<file path="config.mk">
export PLATFORM = sky130hd
export DESIGN_NAME = cbi_top
export DESIGN_NICKNAME = d
export VERILOG_FILES = /design/src/shared/cbi_pkg.sv /design/src/shared/cbi_dec_if.sv /design/src/core/cbi_addr_decode.sv /design/src/core/cbi_top.sv
export SDC_FILE = /design/constraint.sdc
export NUM_CORES = 1
export LEC_CHECK = 0
export ABC_AREA = 0
export BUFFER_PORTS_ARGS = -buffer_cell sky130_fd_sc_hd__buf_2
export CORE_MARGIN = 10
export CORE_UTILIZATION = 37
export DETAILED_ROUTE_END_ITERATION = 10
export HOLD_SLACK_MARGIN = 0.08
export PLACE_DENSITY = 0.71
export SKIP_LAST_GASP = 1
export SYNTH_ARGS = -nofsm -noshare
export SYNTH_HDL_FRONTEND = slang
export SYNTH_SLANG_ARGS = --single-unit
</file>
<file path="constraint.sdc">
create_clock -name I_CLK -period 1.6 [get_ports I_CLK]
set_input_delay 0.4 -clock I_CLK [delete_from_list [all_inputs] [get_ports I_CLK]]
set_output_delay 0.4 -clock I_CLK [all_outputs]
set_load 0.01 [all_outputs]
</file>
<file path="src/shared/cbi_pkg.sv">
package cbi_pkg;

  // ***************************************************************
  // Register map (word addresses of the device register space)
  // ***************************************************************
  localparam int ADDR_W = 10;
  localparam int DATA_W = 32;
  localparam int EVT_W = 14;
  localparam logic [ADDR_W-1:0] CHAN_B_IRQ_ENABLE_OFF = 10'h22F;
  localparam logic [ADDR_W-1:0] CHAN_B_IRQ_STATUS_OFF = 10'h230;
  localparam logic [ADDR_W-1:0] CHAN_B_IRQ_STATUS_CLEAR_ON_READ_OFF = 10'h231;
  // Second address range mirrors the first at this distance
  localparam logic [ADDR_W-1:0] MIRROR_STEP = 10'h100;

  localparam logic [EVT_W-1:0] CHAN_B_IRQ_ENABLE_RST = 14'h0000;
  localparam logic [EVT_W-1:0] CHAN_B_IRQ_STATUS_RST = 14'h0000;

  // ***************************************************************
  // Bit positions shared by enable and status registers
  // ***************************************************************
  localparam int ACTIVE_ENERGY_HALF_FULL = 0;
  localparam int REACTIVE_ENERGY_HALF_FULL = 1;
  localparam int APPARENT_ENERGY_HALF_FULL = 2;
  localparam int ACTIVE_ENERGY_OVERFLOW = 3;
  localparam int REACTIVE_ENERGY_OVERFLOW = 4;
  localparam int APPARENT_ENERGY_OVERFLOW = 5;
  localparam int ACTIVE_POWER_NO_LOAD = 6;
  localparam int REACTIVE_POWER_NO_LOAD = 7;
  localparam int APPARENT_POWER_NO_LOAD = 8;
  localparam int ACTIVE_SIGN_CHANGE = 9;
  localparam int REACTIVE_SIGN_CHANGE = 10;
  localparam int CURRENT_ZERO_CROSS_TIMEOUT = 11;
  localparam int CURRENT_ZERO_CROSS = 12;
  localparam int OVERCURRENT_EVENT = 13;

  typedef logic [EVT_W-1:0] cbi_evt_t;

  // True when addr hits a register at its base offset or its mirror
  function automatic logic cbi_hit(input logic [ADDR_W-1:0] addr,
                                   input logic [ADDR_W-1:0] off);
    cbi_hit = (addr == off) || (addr == off + MIRROR_STEP);
  endfunction : cbi_hit

endpackage : cbi_pkg

</file>
<file path="src/shared/cbi_dec_if.sv">
`timescale 1ns/1ps
`default_nettype none
interface cbi_dec_if;
  logic sel_enable;
  logic sel_status;
  logic sel_clear;
  modport dec (output sel_enable, output sel_status, output sel_clear);
  modport core (input sel_enable, input sel_status, input sel_clear);
endinterface : cbi_dec_if
`default_nettype wire

</file>
<file path="src/core/cbi_addr_decode.sv">
`timescale 1ns/1ps
`default_nettype none
module cbi_addr_decode (
  input wire logic [cbi_pkg::ADDR_W-1:0] i_addr,
  cbi_dec_if.dec sel
);
  import cbi_pkg::*;

  // ***************************************************************
  // Both address ranges decode to the same registers
  // ***************************************************************
  always_comb begin
    sel.sel_enable = cbi_hit(i_addr, CHAN_B_IRQ_ENABLE_OFF);
    sel.sel_status = cbi_hit(i_addr, CHAN_B_IRQ_STATUS_OFF);
    sel.sel_clear = cbi_hit(i_addr, CHAN_B_IRQ_STATUS_CLEAR_ON_READ_OFF);
  end

endmodule : cbi_addr_decode
`default_nettype wire

</file>
<file path="src/core/cbi_top.sv">
// Overview of operation
// Enable bits 0-2: energy half-full interrupts
// Enable bits 3-5: energy overflow interrupts
// Enable bits 6-8: no-load interrupts
// Enable bits 9-10: sign change interrupts
// Enable bit 11: zero-cross timeout interrupt
// Enable bit 12: zero-cross interrupt
// Enable bit 13: overcurrent interrupt
// Status bits 0-2 set on half-full
// Status bits 3-5 set on overflow
// Status bits 6-8 set on no-load
// Status bits 9-10 set on sign change
// Status bit 11 set on zero-cross timeout
// Status bit 12 set on zero crossing
// Status bit 13 set on overcurrent
// Enable register at both mirror addresses
// Status register readable at both addresses
// Clear-on-read status view at both addresses
// Clear view read clears; plain read doesn't
// Low interrupt while any enabled status set
`timescale 1ns/1ps
`default_nettype none
module cbi_top (
  input wire logic I_CLK,
  input wire logic I_RST,
  input wire logic [cbi_pkg::ADDR_W-1:0] I_REG_ADDR,
  input wire logic I_REG_WR,
  input wire logic I_REG_RD,
  input wire logic [cbi_pkg::DATA_W-1:0] I_REG_WDATA,
  input wire logic [cbi_pkg::EVT_W-1:0] I_EVENTS,
  output logic [cbi_pkg::DATA_W-1:0] O_REG_RDATA,
  output logic O_REG_RVALID,
  output logic O_IRQ_N
);
  import cbi_pkg::*;

  // ***************************************************************
  // Register state
  // ***************************************************************
  // Enables are kept per interrupt family, status per event
  logic [2:0] en_half_full;
  logic [2:0] en_overflow;
  logic [2:0] en_no_load;
  logic [1:0] en_sign_change;
  logic en_zero_cross_timeout;
  logic en_zero_cross;
  logic en_overcurrent;
  logic flag_active_energy_half_full;
  logic flag_reactive_energy_half_full;
  logic flag_apparent_energy_half_full;
  logic flag_active_energy_overflow;
  logic flag_reactive_energy_overflow;
  logic flag_apparent_energy_overflow;
  logic flag_active_power_no_load;
  logic flag_reactive_power_no_load;
  logic flag_apparent_power_no_load;
  logic flag_active_sign_change;
  logic flag_reactive_sign_change;
  logic flag_current_zero_cross_timeout;
  logic flag_current_zero_cross;
  logic flag_overcurrent_event;
  // Word views rebuilt from the registers above
  cbi_evt_t chan_b_irq_enable;
  cbi_evt_t chan_b_irq_status;
  cbi_evt_t next_enable;
  cbi_evt_t next_status;
  cbi_evt_t clear_mask;
  logic [DATA_W-1:0] next_rdata;

  // ***************************************************************
  // Helpers
  // ***************************************************************
  // Next value of one sticky flag; a new event beats a same-cycle clear
  function automatic logic sticky_next(input logic cur, input logic clr, input logic evt);
    sticky_next = (cur & ~clr) | evt;
  endfunction : sticky_next

  cbi_dec_if dec ();

  cbi_addr_decode u_dec (
    .i_addr(I_REG_ADDR),
    .sel(dec.dec)
  );

  // ***************************************************************
  // Enable register
  // ***************************************************************
  // Bits above the event field are not stored and read back as zero
  always_comb begin
    next_enable = chan_b_irq_enable;
    if (I_REG_WR && dec.sel_enable) begin
      next_enable = I_REG_WDATA[EVT_W-1:0];
    end
  end

  always_ff @(posedge I_CLK or posedge I_RST) begin
    if (I_RST) begin
      en_half_full <= CHAN_B_IRQ_ENABLE_RST[APPARENT_ENERGY_HALF_FULL:ACTIVE_ENERGY_HALF_FULL];
    end else begin
      en_half_full <= next_enable[APPARENT_ENERGY_HALF_FULL:ACTIVE_ENERGY_HALF_FULL];
    end
  end

  always_ff @(posedge I_CLK or posedge I_RST) begin
    if (I_RST) begin
      en_overflow <= CHAN_B_IRQ_ENABLE_RST[APPARENT_ENERGY_OVERFLOW:ACTIVE_ENERGY_OVERFLOW];
    end else begin
      en_overflow <= next_enable[APPARENT_ENERGY_OVERFLOW:ACTIVE_ENERGY_OVERFLOW];
    end
  end

  always_ff @(posedge I_CLK or posedge I_RST) begin
    if (I_RST) begin
      en_no_load <= CHAN_B_IRQ_ENABLE_RST[APPARENT_POWER_NO_LOAD:ACTIVE_POWER_NO_LOAD];
    end else begin
      en_no_load <= next_enable[APPARENT_POWER_NO_LOAD:ACTIVE_POWER_NO_LOAD];
    end
  end

  always_ff @(posedge I_CLK or posedge I_RST) begin
    if (I_RST) begin
      en_sign_change <= CHAN_B_IRQ_ENABLE_RST[REACTIVE_SIGN_CHANGE:ACTIVE_SIGN_CHANGE];
    end else begin
      en_sign_change <= next_enable[REACTIVE_SIGN_CHANGE:ACTIVE_SIGN_CHANGE];
    end
  end

  always_ff @(posedge I_CLK or posedge I_RST) begin
    if (I_RST) begin
      en_zero_cross_timeout <= CHAN_B_IRQ_ENABLE_RST[CURRENT_ZERO_CROSS_TIMEOUT];
    end else begin
      en_zero_cross_timeout <= next_enable[CURRENT_ZERO_CROSS_TIMEOUT];
    end
  end

  always_ff @(posedge I_CLK or posedge I_RST) begin
    if (I_RST) begin
      en_zero_cross <= CHAN_B_IRQ_ENABLE_RST[CURRENT_ZERO_CROSS];
    end else begin
      en_zero_cross <= next_enable[CURRENT_ZERO_CROSS];
    end
  end

  always_ff @(posedge I_CLK or posedge I_RST) begin
    if (I_RST) begin
      en_overcurrent <= CHAN_B_IRQ_ENABLE_RST[OVERCURRENT_EVENT];
    end else begin
      en_overcurrent <= next_enable[OVERCURRENT_EVENT];
    end
  end

  always_comb begin
    chan_b_irq_enable[APPARENT_ENERGY_HALF_FULL:ACTIVE_ENERGY_HALF_FULL] = en_half_full;
    chan_b_irq_enable[APPARENT_ENERGY_OVERFLOW:ACTIVE_ENERGY_OVERFLOW] = en_overflow;
    chan_b_irq_enable[APPARENT_POWER_NO_LOAD:ACTIVE_POWER_NO_LOAD] = en_no_load;
    chan_b_irq_enable[REACTIVE_SIGN_CHANGE:ACTIVE_SIGN_CHANGE] = en_sign_change;
    chan_b_irq_enable[CURRENT_ZERO_CROSS_TIMEOUT] = en_zero_cross_timeout;
    chan_b_irq_enable[CURRENT_ZERO_CROSS] = en_zero_cross;
    chan_b_irq_enable[OVERCURRENT_EVENT] = en_overcurrent;
  end

  // ***************************************************************
  // Status register
  // ***************************************************************
  // Event inputs are single-cycle pulses from the datapath on I_CLK,
  // so they need no synchroniser. Each event keeps a flag of its own;
  // a clear-view read drops only the bits it returned, and an event
  // landing in the same cycle as that read wins so it is never lost.
  // The word view below is rebuilt from the flags every cycle.
  always_comb begin
    clear_mask = '0;
    if (I_REG_RD && dec.sel_clear) begin
      clear_mask = chan_b_irq_status;
    end
  end

  always_comb begin
    next_status = '0;
    for (int i = 0; i < EVT_W; i++) begin
      next_status[i] = sticky_next(chan_b_irq_status[i], clear_mask[i], I_EVENTS[i]);
    end
  end

  always_ff @(posedge I_CLK or posedge I_RST) begin
    if (I_RST) begin
      flag_active_energy_half_full <= CHAN_B_IRQ_STATUS_RST[ACTIVE_ENERGY_HALF_FULL];
    end else begin
      flag_active_energy_half_full <= next_status[ACTIVE_ENERGY_HALF_FULL];
    end
  end

  always_ff @(posedge I_CLK or posedge I_RST) begin
    if (I_RST) begin
      flag_reactive_energy_half_full <= CHAN_B_IRQ_STATUS_RST[REACTIVE_ENERGY_HALF_FULL];
    end else begin
      flag_reactive_energy_half_full <= next_status[REACTIVE_ENERGY_HALF_FULL];
    end
  end

  always_ff @(posedge I_CLK or posedge I_RST) begin
    if (I_RST) begin
      flag_apparent_energy_half_full <= CHAN_B_IRQ_STATUS_RST[APPARENT_ENERGY_HALF_FULL];
    end else begin
      flag_apparent_energy_half_full <= next_status[APPARENT_ENERGY_HALF_FULL];
    end
  end

  always_ff @(posedge I_CLK or posedge I_RST) begin
    if (I_RST) begin
      flag_active_energy_overflow <= CHAN_B_IRQ_STATUS_RST[ACTIVE_ENERGY_OVERFLOW];
    end else begin
      flag_active_energy_overflow <= next_status[ACTIVE_ENERGY_OVERFLOW];
    end
  end

  always_ff @(posedge I_CLK or posedge I_RST) begin
    if (I_RST) begin
      flag_reactive_energy_overflow <= CHAN_B_IRQ_STATUS_RST[REACTIVE_ENERGY_OVERFLOW];
    end else begin
      flag_reactive_energy_overflow <= next_status[REACTIVE_ENERGY_OVERFLOW];
    end
  end

  always_ff @(posedge I_CLK or posedge I_RST) begin
    if (I_RST) begin
      flag_apparent_energy_overflow <= CHAN_B_IRQ_STATUS_RST[APPARENT_ENERGY_OVERFLOW];
    end else begin
      flag_apparent_energy_overflow <= next_status[APPARENT_ENERGY_OVERFLOW];
    end
  end

  always_ff @(posedge I_CLK or posedge I_RST) begin
    if (I_RST) begin
      flag_active_power_no_load <= CHAN_B_IRQ_STATUS_RST[ACTIVE_POWER_NO_LOAD];
    end else begin
      flag_active_power_no_load <= next_status[ACTIVE_POWER_NO_LOAD];
    end
  end

  always_ff @(posedge I_CLK or posedge I_RST) begin
    if (I_RST) begin
      flag_reactive_power_no_load <= CHAN_B_IRQ_STATUS_RST[REACTIVE_POWER_NO_LOAD];
    end else begin
      flag_reactive_power_no_load <= next_status[REACTIVE_POWER_NO_LOAD];
    end
  end

  always_ff @(posedge I_CLK or posedge I_RST) begin
    if (I_RST) begin
      flag_apparent_power_no_load <= CHAN_B_IRQ_STATUS_RST[APPARENT_POWER_NO_LOAD];
    end else begin
      flag_apparent_power_no_load <= next_status[APPARENT_POWER_NO_LOAD];
    end
  end

  always_ff @(posedge I_CLK or posedge I_RST) begin
    if (I_RST) begin
      flag_active_sign_change <= CHAN_B_IRQ_STATUS_RST[ACTIVE_SIGN_CHANGE];
    end else begin
      flag_active_sign_change <= next_status[ACTIVE_SIGN_CHANGE];
    end
  end

  always_ff @(posedge I_CLK or posedge I_RST) begin
    if (I_RST) begin
      flag_reactive_sign_change <= CHAN_B_IRQ_STATUS_RST[REACTIVE_SIGN_CHANGE];
    end else begin
      flag_reactive_sign_change <= next_status[REACTIVE_SIGN_CHANGE];
    end
  end

  always_ff @(posedge I_CLK or posedge I_RST) begin
    if (I_RST) begin
      flag_current_zero_cross_timeout <= CHAN_B_IRQ_STATUS_RST[CURRENT_ZERO_CROSS_TIMEOUT];
    end else begin
      flag_current_zero_cross_timeout <= next_status[CURRENT_ZERO_CROSS_TIMEOUT];
    end
  end

  always_ff @(posedge I_CLK or posedge I_RST) begin
    if (I_RST) begin
      flag_current_zero_cross <= CHAN_B_IRQ_STATUS_RST[CURRENT_ZERO_CROSS];
    end else begin
      flag_current_zero_cross <= next_status[CURRENT_ZERO_CROSS];
    end
  end

  always_ff @(posedge I_CLK or posedge I_RST) begin
    if (I_RST) begin
      flag_overcurrent_event <= CHAN_B_IRQ_STATUS_RST[OVERCURRENT_EVENT];
    end else begin
      flag_overcurrent_event <= next_status[OVERCURRENT_EVENT];
    end
  end

  always_comb begin
    chan_b_irq_status[ACTIVE_ENERGY_HALF_FULL] = flag_active_energy_half_full;
    chan_b_irq_status[REACTIVE_ENERGY_HALF_FULL] = flag_reactive_energy_half_full;
    chan_b_irq_status[APPARENT_ENERGY_HALF_FULL] = flag_apparent_energy_half_full;
    chan_b_irq_status[ACTIVE_ENERGY_OVERFLOW] = flag_active_energy_overflow;
    chan_b_irq_status[REACTIVE_ENERGY_OVERFLOW] = flag_reactive_energy_overflow;
    chan_b_irq_status[APPARENT_ENERGY_OVERFLOW] = flag_apparent_energy_overflow;
    chan_b_irq_status[ACTIVE_POWER_NO_LOAD] = flag_active_power_no_load;
    chan_b_irq_status[REACTIVE_POWER_NO_LOAD] = flag_reactive_power_no_load;
    chan_b_irq_status[APPARENT_POWER_NO_LOAD] = flag_apparent_power_no_load;
    chan_b_irq_status[ACTIVE_SIGN_CHANGE] = flag_active_sign_change;
    chan_b_irq_status[REACTIVE_SIGN_CHANGE] = flag_reactive_sign_change;
    chan_b_irq_status[CURRENT_ZERO_CROSS_TIMEOUT] = flag_current_zero_cross_timeout;
    chan_b_irq_status[CURRENT_ZERO_CROSS] = flag_current_zero_cross;
    chan_b_irq_status[OVERCURRENT_EVENT] = flag_overcurrent_event;
  end

  // ***************************************************************
  // Read path
  // ***************************************************************
  // Reads return the value held before this cycle's events land;
  // unmapped addresses answer zero so the host never sees stale data.
  always_comb begin
    next_rdata = '0;
    if (dec.sel_enable) begin
      next_rdata[EVT_W-1:0] = chan_b_irq_enable;
    end else if (dec.sel_status) begin
      next_rdata[EVT_W-1:0] = chan_b_irq_status;
    end else if (dec.sel_clear) begin
      next_rdata[EVT_W-1:0] = chan_b_irq_status;
    end
  end

  always_ff @(posedge I_CLK or posedge I_RST) begin
    if (I_RST) begin
      O_REG_RVALID <= 1'h0;
    end else begin
      O_REG_RVALID <= I_REG_RD;
    end
  end

  // Held until the next read so a slow host may fetch it late
  always_ff @(posedge I_CLK or posedge I_RST) begin
    if (I_RST) begin
      O_REG_RDATA <= '0;
    end else if (I_REG_RD) begin
      O_REG_RDATA <= next_rdata;
    end
  end

  // ***************************************************************
  // Interrupt output
  // ***************************************************************
  // Built from next values so the pin tracks the stored registers
  // in the same cycle rather than one cycle behind them.
  always_ff @(posedge I_CLK or posedge I_RST) begin
    if (I_RST) begin
      O_IRQ_N <= 1'h1;
    end else begin
      O_IRQ_N <= ~|(next_status & next_enable);
    end
  end

endmodule : cbi_top
`default_nettype wire

</file>
# Yosys cells after proc, flatten, opt, wreduce, memory -nomap -nowiden
# Index checks and enable logic that the tools add are counted.
# word_totals
regBits,44
in_bits,60
out_inout_bits,34
word_cells,85
# classes
n_eq_ne,6
muxes,5
n_bitwise,43
reduce_logical,7
# ops
op,count
14-bit two-way mux,5
"10-bit equality test, second input constant",6
1-bit AND,14
14-bit AND,1
1-bit NOT,14
1-bit OR,14
14-bit OR reduction,1
1-bit logical OR,3
1-bit logical AND,2
1-bit logical NOT,1

# Logic depth before layout (Yosys ltp)
# depth
depth_word,10
depth_mapped,8
depth_no_buf,6

# Hierarchy
# A second synthesis with hierarchy kept.
# hier_totals
hier_cells,163
hier_area_um2,1950.6
# by_module_without_submodules
module,instances,cells_each,area_each_um2,seq_area_each_um2
cbi_top,1,156,1901.8,1102.3
cbi_addr_decode,1,7,48.8,0.0

# Worst setup path before layout
# OpenSTA, ideal clock, no wires.
# synth_path
path_kind,input to register
from,in I_REG_ADDR[6] (netlist bit)
to,reg O_IRQ_N
setup_ns,0.062
arrival_ns,2.411
t_required_ns,1.538
path_slack_ns,-0.873
cell_stages,7
path_buffers,1
path_cell_list,nand4bb_4 nor4_1 buf_4 mux2_2 a22o_1 nor4_1 and3_1
# synth_via
word_cells_on_any_way,55
classes_between,4 x eq/ne; 2 x mux; 43 x bitwise; 6 x reduce/logical
# synth_rtl
element,line_no,source
from (decl),cbi_top.sv:26,"input wire logic [cbi_pkg::ADDR_W-1:0] I_REG_ADDR,"
10-bit equality test,cbi_pkg.sv:41,cbi_hit = (addr == off) || (addr == off + MIRROR_STEP);
1-bit logical OR *,cbi_pkg.sv:41,
1-bit logical AND *,cbi_top.sv:91,if (I_REG_WR && dec.sel_enable) begin
14-bit two-way mux *,cbi_top.sv:91,
via next_enable[5],cbi_top.sv:65,cbi_evt_t next_enable;
14-bit AND *,cbi_top.sv:355,O_IRQ_N <= ~|(next_status & next_enable);
14-bit OR reduction *,cbi_top.sv:355,
1-bit logical NOT *,cbi_top.sv:355,
to (signal assigned),cbi_top.sv:355,
to (decl),cbi_top.sv:33,output logic O_IRQ_N
# The timed path passes the listed nets; every way through them passes the cells marked *.
# A chain may end at the register's enable or synchronous reset.

# Worst setup path after layout
# layout_path
from,in I_REG_ADDR[2] (netlist bit)
to,reg O_IRQ_N
# layout_via
elab_chain_cells,10
word_cells_on_any_way,55
classes_between,4 x eq/ne; 2 x mux; 43 x bitwise; 6 x reduce/logical
# layout_lines
element,line_no,source
10-bit equality test,cbi_pkg.sv:41,
1-bit logical OR *,cbi_pkg.sv:41,
1-bit logical AND *,cbi_top.sv:172,if (I_REG_RD && dec.sel_clear) begin
14-bit two-way mux *,cbi_top.sv:172,
1-bit NOT *,cbi_top.sv:75,sticky_next = (cur & ~clr) | evt;
1-bit AND *,cbi_top.sv:75,
1-bit OR *,cbi_top.sv:75,
via next_status[8],cbi_top.sv:66,cbi_evt_t next_status;
14-bit AND *,cbi_top.sv:355,
14-bit OR reduction *,cbi_top.sv:355,
1-bit logical NOT *,cbi_top.sv:355,
# Marks and branches as above.

==> summary.md <==
| Metric | Value |
|---|---|
| Reg2reg path depth | 4 |
| I/O Pins | 94 |
| Crit path DAT | 2.25 ns |
| DR vias/cell | 4.658 |
| Wire length per cell | 16.77 um |
| Tot Pwr | 0.002278 W |
| Die H | 92.70 um |
| Die ar. | 8593 um^2 |
| Starting density of the core | 0.3829 |
| Period utilisation layout | 1.255 |
| Initial antenna violation count | 0 |
| Drt first pass iters | 4 |
| Ant. Diodes | 0 |
| Global Route Usage Sum | 0.1278 |
| HP Class | in2async |
| DIE WIDTH | 92.70 um |
| HPWL Detailed | 3.851 mm |
| WL final | 5.149 mm |
| Most common cell in the netlist | dfrtp_1 |
| Outcome | finished with violations |
| Async SR Flop Fraction | 1.000 |
| Setup TNS | -0.4079 ns |
| H-tree Lvls | 2 |
| GPL Wtd Cong | 0.7422 |
| Violated checks | setup timing |
| Final hold violations | 0 |
| Main synth FF type | dfrtp_1 |
| Grt ovf | 0 |
| Min cycle time layout | 2.008 ns |
| Share of layout cells above drive strength 1 | 0.5021 |
| Bufs on Longest Clock Path | 2 |
| Setup Viol. Count Final | 1 |
| First-pass GRT wire length | 8.749 mm |
| Sequential cell area fraction in the yosys report | 0.5637 |
| Clk slew on worst S/H paths | 0.08 ns |
| Worst VDD drop | 0.4043 mV |
| Multi-input logic area | 822.0 um^2 |
| Synth cell count leaders | dfrtp_1 (43), buf_4 (19), a22oi_1 (15) |
| Clk_lat worst skew | 0.30 ns |
| Cts bufs inserted | 5 |
| CP Launch Type | primary input |
| Via count | 1,430 |
| Initial drt markers | 33 |
| Largest net degree at the start of global routing | 45 |
| Placeable Area | 5107 um^2 |
| Yosys reg bits | 44 |
| Area occupied by registers | 1102 um^2 |
| Warnings from Yosys | 0 |
| Final instance area | 2586 um^2 |
| Antenna Nets Post-Route | 0 |
| Clock Sink Count | 44 |
| WHS | 0.1175 ns |
| Synth top area share | 0.5502 |
| # nets final | 296 |
| Clock Root Buffer | clkbuf_8 |
| Synth-to-Final Area Change | 32.25% |
| Port Buffer Count | 56 |
| Core Util, Final | 0.5064 |
| Worst Skew | 0.008061 ns |
| Post-Synthesis Cells | 161 |
| Max-capacitance violation count | 0 |
| Setup Crit Path Kind | in2reg |
| Critical Path RT | 1.84 ns |
| Pwr Density | 881.0 nW/um^2 |
| Fill cells | 490 |
| Unrepaired setup endpoints after global routing | yes |
| Worst setup margin | -0.4079 ns |
| Max Freq | 498.0 MHz |
| Slew Limit Fails | 0 |
| Vias in the first global route | 1,667 |
| Post-place instance area | 2399 um^2 |
| Num rows | 26 |
| TritonCTS clock tree | done |
| Critical Path Fanout Max | 6 |
| Leak | 1.191 nW |
| Syn_area_per_cell | 12.15 um^2 |
| Unique masters post-synth | 25 |
| Largest cells by area after synthesis | dfrtp_1 (55%), mux2_2 (8.1%), buf_4 (7.3%) |
| Post-synth EDFFs | 0 |
| Critical Path Sink Type | flop |
| # DRC | 0 |
| Area leader, netlist | dfrtp_1 |
| Cell Area, Synth | 1956 um^2 |
## logic make-up (layout without fill, tap and decap cells)
kind of cell | Yosys count | in the layout | synth area share
compound gates | 49 | 49 | 0.1817
buf+inv | 28 | 86 | 0.09789
flops | 44 | 44 | 0.5637
mux | 14 | 14 | 0.08061
other cells | 1 | 18 | 0.001918
simple gates | 25 | 26 | 0.07422
## final cells by class
type,count,share of cell area
flip-flops and latches,44,0.4262
inverters,2,0.002903
clock buffers,7,0.02951
repair buffers,76,0.1780
well taps,70,0.03387
clock inverters,1,0.01161
multi-input cells,107,0.3179
## repair_timing
action | in CTS | in global routing
resized for setup | 12 | 1
endpoints found under the setup margin | 1 | 1
cloned | 1 | 0
endpoints found under the hold margin | 0 | 0
hold buffers | 0 | 0
pin swaps | 8 | 1
setup buffers | 3 | 0
## flip-flops by register name, indices dropped and copies added (netlist names), 2 cells and up
signal	count
O_REG_RDATA	14
en_half_full	3
en_no_load	3
en_overflow	3
en_sign_change	2
## layout by cell type (no fill, tap or decap)
cell | synthesis | final
mux2_4 | 0 | 12
clkbuf_1 | 4 | 2
and3_1 | 1 | 1
nor4_2 | 0 | 1
nand2_1 | 1 | 1
nor4_4 | 0 | 1
mux2_2 | 14 | 2
a21o_2 | 12 | 12
dfrtp_1 | 43 | 43
nand4bb_4 | 1 | 1
buf_2 | 0 | 55
a21oi_1 | 14 | 14
nand4_1 | 1 | 1
bufinv_16 | 0 | 1
a21o_1 | 2 | 2
inv_1 | 2 | 1
clkinv_1 | 0 | 1
buf_6 | 2 | 4
a221oi_2 | 0 | 1
dfstp_2 | 1 | 1
buf_12 | 0 | 1
nor2_1 | 14 | 14
conb_1 | 1 | 18
or2_4 | 0 | 1
a22oi_1 | 15 | 15
clkbuf_8 | 0 | 5
a22o_1 | 5 | 5
nand2b_2 | 1 | 1
nor3_2 | 0 | 2
or4_4 | 1 | 2
buf_4 | 19 | 16
## metrics by stage
step,worst slack [ns],instances
final,-0.4079,307
after global routing,-0.4760,307
after CTS,-0.4339,307
after detailed placement,-0.8459,295
after global placement,-0.7666,295
after floorplan,-0.5760,178
## metal layers
layer | track usage | share of wire
met4 | 0.04370 | 0.012
met5 | 0 | 0
met1 | 0.1485 | 0.41
met3 | 0.05165 | 0.079
met2 | 0.2094 | 0.50
## path summary, 6_finish.rpt
path,from,to,slack (ns)
min reg2reg,flag_reactive_energy_overflow,flag_reactive_energy_overflow,0.51
min,I_RST,O_REG_RDATA[3],0.12
max in group asynchronous,I_RST,O_IRQ_N,1.21
max,I_REG_ADDR[2],O_IRQ_N,-0.41
min in group I_CLK,I_EVENTS[2],flag_apparent_energy_half_full,0.29
max reg2reg,en_no_load[2],O_IRQ_N,0.18
## critical path, cell delays in order
cell,delay [ns]
buf_2,0.10
or2_4,0.26
or4_4,0.55
a21o_2,0.22
a22o_1,0.24
nor4_2,0.28
and3_1,0.19
## report_power, final
part           switching [W]  internal, W  total, W
Sequential         0.0000197      0.00116   0.00118
Clock               0.000373     0.000467  0.000840
Combinational       0.000141     0.000119  0.000260
Total               0.000534      0.00174   0.00228
Power figures use the tool's default switching activity.
